$ cat config.mk
export PLATFORM = sky130hd
export DESIGN_NAME = sgc_regs
export DESIGN_NICKNAME = d
export VERILOG_FILES = /design/src/sgc_pkg.sv /design/src/sgc_sync.sv /design/src/sgc_regs.sv
export SDC_FILE = /design/constraint.sdc
export NUM_CORES = 1
export LEC_CHECK = 0
export BUFFER_PORTS_ARGS = -buffer_cell sky130_fd_sc_hd__buf_2
export CORE_MARGIN = 4
export CORE_UTILIZATION = 48
export CTS_BUF_LIST = sky130_fd_sc_hd__clkbuf_8 sky130_fd_sc_hd__clkbuf_16
export DETAILED_ROUTE_END_ITERATION = 7
export PLACE_DENSITY = 0.77
export SLEW_MARGIN = 10
export SYNTH_ARGS = -nofsm -noshare
export SYNTH_HDL_FRONTEND = slang
export SYNTH_HIERARCHICAL = 1
export SYNTH_SLANG_ARGS = --single-unit
$ cat constraint.sdc
create_clock -name clk -period 2.2 [get_ports clk]
set_input_delay 0.22 -clock clk [delete_from_list [all_inputs] [get_ports clk]]
set_output_delay 0.22 -clock clk [all_outputs]
set_load 0.03 [all_outputs]
$ cat src/sgc_pkg.sv
// Constants for the switch global control register bank
package sgc_pkg;
    // Register offsets on the management port
    localparam logic [7:0] GC1_ADDR = 8'h03;
    localparam logic [7:0] GC2_ADDR = 8'h04;
    // Field positions, global control one
    localparam int GC1_PASS_ALL = 7;
    localparam int GC1_JUMBO_2K = 6;
    localparam int GC1_TX_FC_DIS = 5;
    localparam int GC1_RX_FC_DIS = 4;
    localparam int GC1_LEN_CHECK = 3;
    localparam int GC1_AGE_EN = 2;
    localparam int GC1_FAST_AGE = 1;
    localparam int GC1_AGGR_BO = 0;
    // Field positions, global control two
    localparam int GC2_VLAN_DISCARD = 7;
    localparam int GC2_MCAST_STORM_DIS = 6;
    // Reset values; strap-driven bits are zero here and patched from the straps
    localparam logic [7:0] GC1_RESET = 8'h04;
    localparam logic [7:0] GC2_RESET = 8'hC0;
    // Only the top two bits of the second register live in this block
    localparam logic [7:0] GC2_IMPL_MASK = 8'hC0;
    // Frame length limits
    localparam logic [15:0] LEN_FIELD_LIMIT = 16'h05DC;
    localparam logic [11:0] JUMBO_MAX_LEN = 12'h800;
    localparam logic [11:0] LEGACY_MAX_LEN = 12'h5EE;
    // Timing
    localparam longint CLK_HZ = 64'h2FAF080;
    localparam longint FAST_AGE_US = 64'h320;
    localparam longint NORMAL_AGE_S = 64'h12C;
    localparam logic [35:0] FAST_AGE_CYC = 36'(FAST_AGE_US * CLK_HZ / 64'hF4240);
    localparam logic [35:0] NORMAL_AGE_CYC = 36'(NORMAL_AGE_S * CLK_HZ);
    localparam int SYNC_STAGES = 2;
endpackage : sgc_pkg

$ cat src/sgc_sync.sv
// Two-stage synchroniser for a strap pin
module sgc_sync (
    input wire logic clk, // System clock
    input wire logic pin_in, // Asynchronous pin level
    output logic level_out // Synchronised level
);
    logic [sgc_pkg::SYNC_STAGES-1:0] stage_q;

    // Not reset: must keep tracking the pin while reset is held
    always_ff @(posedge clk) begin
        stage_q <= {stage_q[sgc_pkg::SYNC_STAGES-2:0], pin_in};
    end

    assign level_out = stage_q[sgc_pkg::SYNC_STAGES-1];
endmodule : sgc_sync

$ cat src/sgc_regs.sv
// Global control register bank of the four-port switch
module sgc_regs #(
    parameter logic [35:0] FAST_AGE_CYCLES = sgc_pkg::FAST_AGE_CYC,
    parameter logic [35:0] NORMAL_AGE_CYCLES = sgc_pkg::NORMAL_AGE_CYC
) (
    input wire logic clk, // System clock
    input wire logic sys_rst, // Synchronous reset, active high
    input wire logic flow_control_strap_pin, // Strap: pause disable default
    input wire logic backoff_strap_pin, // Strap: aggressive back-off default
    input wire logic [7:0] reg_addr, // Management register address
    input wire logic reg_wr, // Write strobe
    input wire logic [7:0] reg_wdata, // Write data
    input wire logic reg_rd, // Read strobe
    output logic [7:0] reg_rdata, // Read data
    output logic reg_rvalid, // Read data valid pulse
    input wire logic an_tx_pause, // Negotiated transmit pause
    input wire logic an_rx_pause, // Negotiated receive pause
    input wire logic half_duplex, // Port runs half duplex
    input wire logic pkt_valid, // Frame descriptor valid
    input wire logic [15:0] pkt_len_type, // Length/type field
    input wire logic [15:0] pkt_actual_len, // Measured payload length
    input wire logic [11:0] pkt_frame_len, // Whole frame length in bytes
    input wire logic pkt_bad, // Frame has an error
    input wire logic pkt_cross_vlan, // Egress outside port VLAN
    input wire logic pkt_known_ucast, // Known unicast destination
    input wire logic pkt_bcast, // All-ones destination
    input wire logic pkt_mcast, // Multicast destination
    output logic tx_fc_enable, // Transmit pause active
    output logic rx_fc_enable, // Receive pause active
    output logic aggr_backoff, // Aggressive back-off active
    output logic jumbo_enable, // 2K frames accepted
    output logic age_tick, // Aging sweep pulse
    output logic frame_drop, // Drop decision pulse
    output logic vlan_block, // VLAN boundary block pulse
    output logic storm_count // Count toward storm limit pulse
);
    logic fc_strap;
    logic bo_strap;
    logic [7:0] gc1_q;
    logic [7:0] gc2_q;
    logic [7:0] rdata_q;
    logic rvalid_q;
    logic tx_fc_q;
    logic rx_fc_q;
    logic aggr_q;
    logic [35:0] age_cnt_q;
    logic age_tick_q;
    logic drop_q;
    logic vblock_q;
    logic storm_q;
    logic [35:0] age_period;
    logic len_bad;
    logic too_long;

    sgc_sync u_fc_sync (
        .clk(clk),
        .pin_in(flow_control_strap_pin),
        .level_out(fc_strap)
    );

    sgc_sync u_bo_sync (
        .clk(clk),
        .pin_in(backoff_strap_pin),
        .level_out(bo_strap)
    );

    // Strap bits follow the pin during reset and hold it at release
    always_ff @(posedge clk) begin
        if (sys_rst) begin
            gc1_q <= sgc_pkg::GC1_RESET;
            gc1_q[sgc_pkg::GC1_TX_FC_DIS] <= fc_strap;
            gc1_q[sgc_pkg::GC1_RX_FC_DIS] <= fc_strap;
            gc1_q[sgc_pkg::GC1_AGGR_BO] <= bo_strap;
        end else if (reg_wr && reg_addr == sgc_pkg::GC1_ADDR) begin
            gc1_q <= reg_wdata;
        end
    end

    always_ff @(posedge clk) begin
        if (sys_rst) begin
            gc2_q <= sgc_pkg::GC2_RESET;
        end else if (reg_wr && reg_addr == sgc_pkg::GC2_ADDR) begin
            gc2_q <= reg_wdata & sgc_pkg::GC2_IMPL_MASK;
        end
    end

    // Unmapped addresses read as zero
    always_ff @(posedge clk) begin
        if (sys_rst) begin
            rdata_q <= 8'h00;
            rvalid_q <= 1'b0;
        end else begin
            rvalid_q <= reg_rd;
            if (reg_rd) begin
                case (reg_addr)
                    sgc_pkg::GC1_ADDR: rdata_q <= gc1_q;
                    sgc_pkg::GC2_ADDR: rdata_q <= gc2_q;
                    default: rdata_q <= 8'h00;
                endcase
            end
        end
    end

    always_ff @(posedge clk) begin
        if (sys_rst) begin
            tx_fc_q <= 1'b0;
            rx_fc_q <= 1'b0;
            aggr_q <= 1'b0;
        end else begin
            tx_fc_q <= an_tx_pause & ~gc1_q[sgc_pkg::GC1_TX_FC_DIS];
            rx_fc_q <= an_rx_pause & ~gc1_q[sgc_pkg::GC1_RX_FC_DIS];
            aggr_q <= gc1_q[sgc_pkg::GC1_AGGR_BO] & half_duplex;
        end
    end

    // A long count from normal mode ends at once when fast aging turns on
    assign age_period = gc1_q[sgc_pkg::GC1_FAST_AGE] ? FAST_AGE_CYCLES : NORMAL_AGE_CYCLES;

    always_ff @(posedge clk) begin
        if (sys_rst) begin
            age_cnt_q <= 36'h000000000;
            age_tick_q <= 1'b0;
        end else if (!gc1_q[sgc_pkg::GC1_AGE_EN]) begin
            age_cnt_q <= 36'h000000000;
            age_tick_q <= 1'b0;
        end else if (age_cnt_q >= age_period - 36'h000000001) begin
            age_cnt_q <= 36'h000000000;
            age_tick_q <= 1'b1;
        end else begin
            age_cnt_q <= age_cnt_q + 36'h000000001;
            age_tick_q <= 1'b0;
        end
    end

    assign len_bad = gc1_q[sgc_pkg::GC1_LEN_CHECK] && pkt_len_type < sgc_pkg::LEN_FIELD_LIMIT
                     && pkt_len_type != pkt_actual_len;
    assign too_long = pkt_frame_len > (gc1_q[sgc_pkg::GC1_JUMBO_2K] ? sgc_pkg::JUMBO_MAX_LEN
                                                                    : sgc_pkg::LEGACY_MAX_LEN);

    // Pass-all overrides every frame_drop reason but not the VLAN block; debug use only
    always_ff @(posedge clk) begin
        if (sys_rst) begin
            drop_q <= 1'b0;
            vblock_q <= 1'b0;
            storm_q <= 1'b0;
        end else begin
            drop_q <= pkt_valid && !gc1_q[sgc_pkg::GC1_PASS_ALL] && (len_bad || too_long || pkt_bad);
            vblock_q <= pkt_valid && pkt_cross_vlan
                        && (gc2_q[sgc_pkg::GC2_VLAN_DISCARD] || !pkt_known_ucast);
            storm_q <= pkt_valid && (pkt_bcast
                        || (pkt_mcast && !gc2_q[sgc_pkg::GC2_MCAST_STORM_DIS]));
        end
    end

    assign reg_rdata = rdata_q;
    assign reg_rvalid = rvalid_q;
    assign tx_fc_enable = tx_fc_q;
    assign rx_fc_enable = rx_fc_q;
    assign aggr_backoff = aggr_q;
    assign jumbo_enable = gc1_q[sgc_pkg::GC1_JUMBO_2K];
    assign age_tick = age_tick_q;
    assign frame_drop = drop_q;
    assign vlan_block = vblock_q;
    assign storm_count = storm_q;
endmodule : sgc_regs

==> key figures <==
Floorplan
  • Die width: 93.3 µm
  • Initial Util: 50.3%
  • Boundary pin count: 92
  • Num rows: 30
  • Die H: 93.3 µm
  • Core ar.: slightly below 0.007 mm²
  • Die Area: slightly below 0.009 mm²

Setup path
  • Worst reg2reg startpoint: gc1_q[1]$_SDFFE_PP0P_
  • CP startpoint: gc1_q[1]$_SDFFE_PP0P_
  • CP max FO: 24
  • Setup crit start kind: register
  • CP endpoint kind: register
  • Crit path kind: register to register
  • Worst Reg2Reg Path Length in Cells: 9
  • CP endpoint: age_cnt_q[3]$_SDFF_PP0_
  • Worst EP required: ~2.4 ns
  • Reg-to-Reg End: age_cnt_q[3]$_SDFF_PP0_
  • Flop2flop setup slack: -0.10 ns
  • Arrival time of the worst setup path: 2.54 ns

CTS
  • CTS Buffer Depth: 2
  • H-tree levels: 3
  • Clk Latency, worst-skew pair: 0.35 ns
  • # clock sinks: 66
  • Root buffer selected by CTS: clkbuf_8
  • CTS Buf Count: 9
  • Clk slew on worst S/H paths: 0.07 ns
  • CTS tree: built

Drt
  • # DRC: 0
  • Final antenna-violating net count: 0
  • Vias: 3159
  • Iter 0 DRT Violations: 130
  • DRT Pass-1 Iters: 4
  • Vias per cell: 5.35
  • Wire per inst: 15.1 µm
  • Detailed Route WL: just under 9000 µm

Power
  • Comb pwr share: 8.7%
  • Worst vdd ir: 0.000442 V
  • Cell Pwr Density: 543 mW/mm²
  • Int Pwr: 1.84 mW
  • Portion of total power attributed to sequential cells: 50.2%
  • Pleak: approximately 1.9 nW
  • Switch Pwr: a little over 600 µW
  • Overall Power: approximately 2.4 mW
  • Switching part of the total: 24.8%
  • Clk pwr share: 41.1%

Logic synthesis
  • Post-synth EDFFs: 3
  • FF+latch count, synth: 66
  • Post-synthesis sequential area ratio: 38.7%
  • Ys async rst share: 0%
  • Synth Area per Inst: 9.27 µm²
  • Cell count after synthesis: 377
  • Syn nets: 477
  • YS warnings: 6
  • Main synth FF type: dfxtp_1
  • Post-Synthesis Cell Area: 0.00350 mm²
  • Netlist cell types: 57

Place
  • DP Worst Slack: -0.0925 ns
  • I/O Buffers: 91
  • Placed Area: 0.00414 mm²
  • DPL Wire Length: 6530 µm
  • Placed insts: 569
  • Final RePlAce weighted congestion: 0.826

Run
  • Max-cap violations: 0

Timing
  • Final min period: 2.30 ns
  • RSZ-0062 raised after global routing: yes
  • # setup viols final: 36
  • Fmax: 434 MHz
  • Setup ws final: -0.105 ns
  • Worst clock skew: 0.00658 ns
  • Final Hold Viols: 0
  • Pins Over Slew Limit: 0
  • Period Utilization, post-route: 105%

Cells and area
  • Design area: 0.00450 mm²
  • Layout area overhead: 28.7%
  • Non-Filler Instances: a little under 600
  • Multi-input gate area: 0.00212 mm²
  • Layout cells sized above 1: about a third
  • Most frequent cells in the layout: buf_2 (91), dfxtp_1 (61), nor2_1 (43)
  • # fillers: 568
  • # nets final: 590
  • Register area: 0.00136 mm²
  • Finished Core Util: 64.8%
  • Most common cell after layout, fill and taps aside: buf_2
  • Antenna cells: 0

Min path
  • HP Class: input port to register

Global route
  • Largest net degree at the start of global routing: 25
  • GRT Total Usage: between 20% and 30%
  • Initial antenna violation count: 0
  • GR Overflow Total: 0
  • Vias in the first global route: 3074
  • First-pass GRT wire length: 14000 µm

Outcome
  • Status: complete, but fails checks
  • Failing checks: negative setup slack
## power by group through the flow
| stage | registers (mW) | logic (mW) | clock network, mW |
|---|---|---|---|
| 3_3_place_gp | 1.26 | 0.193 | 0 |
| 2_1_floorplan | 1.27 | 0.0847 | 0 |
| 3_5_place_dp | 1.26 | 0.202 | 0 |
| 4_1_cts | 1.23 | 0.207 | 1.02 |
| 5_1_grt | 1.23 | 0.232 | 1.07 |
| 6_report | 1.23 | 0.211 | 1.00 |
## Yosys cell counts, drive strengths merged, types with 4 or more instances
cell / count / area share (%)
a21oi: 6 / 0.86
a22oi: 8 / 1.7
and3: 4 / 0.72
and4: 8 / 2.0
buf: 4 / 1.2
clkbuf: 7 / 0.75
dfxtp: 63 / 36
ha: 25 / 8.9
inv: 15 / 1.6
mux2i: 4 / 1.1
nand2: 16 / 1.7
nand2b: 4 / 0.72
nand3: 13 / 1.9
nand4: 8 / 1.6
nor2: 59 / 7.1
nor2b: 5 / 0.89
nor3: 14 / 2.0
nor3b: 6 / 1.3
nor4: 10 / 1.8
o21ai: 5 / 0.72
xnor2: 24 / 6.0
xor2: 25 / 6.3
## what timing repair did
action,4_1_cts,5_1_grt
hold buffers,2,0
pin swaps,3,8
hold endpoints to repair,2,0
resized for setup,7,16
setup endpoints to repair,36,37
setup buffers,2,2
## logic make-up after synthesis
kind of cell / Yosys count / synth area share, %
AOI/OAI and AO/OA: 44 / 10.3
and+or+nand+nor: 161 / 24.8
DFF: 66 / 38.7
muxes: 4 / 1.15
buffers and inverters: 27 / 3.69
xor gates and xnor gates: 49 / 12.3
other: 1 / 0.107
adders and majority gates: 25 / 8.95
## routing by layer
layer	share of wire, %	GRT usage [%]	vias up	wire length, µm
li1	-	-	1566	-
met1	42	22.9	1481	3780
met2	50	36.5	97	4470
met3	5.5	4.91	15	491
met4	1.8	6.11	0	157
met5	0	0	-	0
## critical path, stage by stage, from the launching register on
cell and delay, ns:
dfxtp_4 0.39, buf_6 0.15, buf_4 0.15, ha_1 0.30, o21a_1 0.13, o21bai_1 0.06, a2111o_1 0.47, o211ai_4 0.25
buf_12 0.21, nor2_1 0.07
## worst min-delay path by stage
| stage | start | end | slack (ns) | cells after the start |
|---|---|---|---|---|
| 3_3_place_gp | u_bo_sync/stage_q[0]$_DFF_P_ | u_bo_sync/stage_q[1]$_DFF_P_ | 0.31 | 0 |
| 2_1_floorplan | backoff_strap_pin | u_bo_sync/stage_q[0]$_DFF_P_ | 0.25 | 0 |
| 4_1_cts | pkt_bcast | storm_count$_SDFF_PP0_ | 0.08 | 3 |
| 6_report | pkt_bcast | storm_count$_SDFF_PP0_ | 0.08 | 3 |
| 3_5_place_dp | u_fc_sync/stage_q[0]$_DFF_P_ | u_fc_sync/stage_q[1]$_DFF_P_ | 0.31 | 0 |
| 5_1_grt | pkt_bcast | storm_count$_SDFF_PP0_ | 0.11 | 3 |
## final cells by class
| cell class | instances | area share, % |
|---|---|---|
| Clock buffer | 9 | 2.75 |
| Clock inverter | 7 | 1.56 |
| Inverter | 16 | 1.34 |
| Multi-Input combinational cell | 284 | 47.2 |
| Sequential cell | 66 | 30.2 |
| Tap cell | 96 | 2.67 |
| Timing Repair Buffer | 113 | 14.4 |
## through the flow
stage / hold WS (ns) / setup TNS (ns)
global placement: 0.310 / 0
detailed placement: 0.313 / -2.44
floorplan: 0.248 / 0
global route: 0.109 / -4.96
finish: 0.0827 / -2.36
CTS: 0.0765 / -1.58
## sequential cells by signal (all words and copies together), names as in the netlist
name	flops
age_cnt_q	36
gc1_q	8
reg_rdata	8
gc2_q	2
u_bo_sync/stage_q	2
u_fc_sync/stage_q	2
age_tick	1
aggr_backoff	1
frame_drop	1
reg_rvalid	1
rx_fc_enable	1
storm_count	1
tx_fc_enable	1
vlan_block	1
Note: power is estimated with default switching activity, not from simulation.
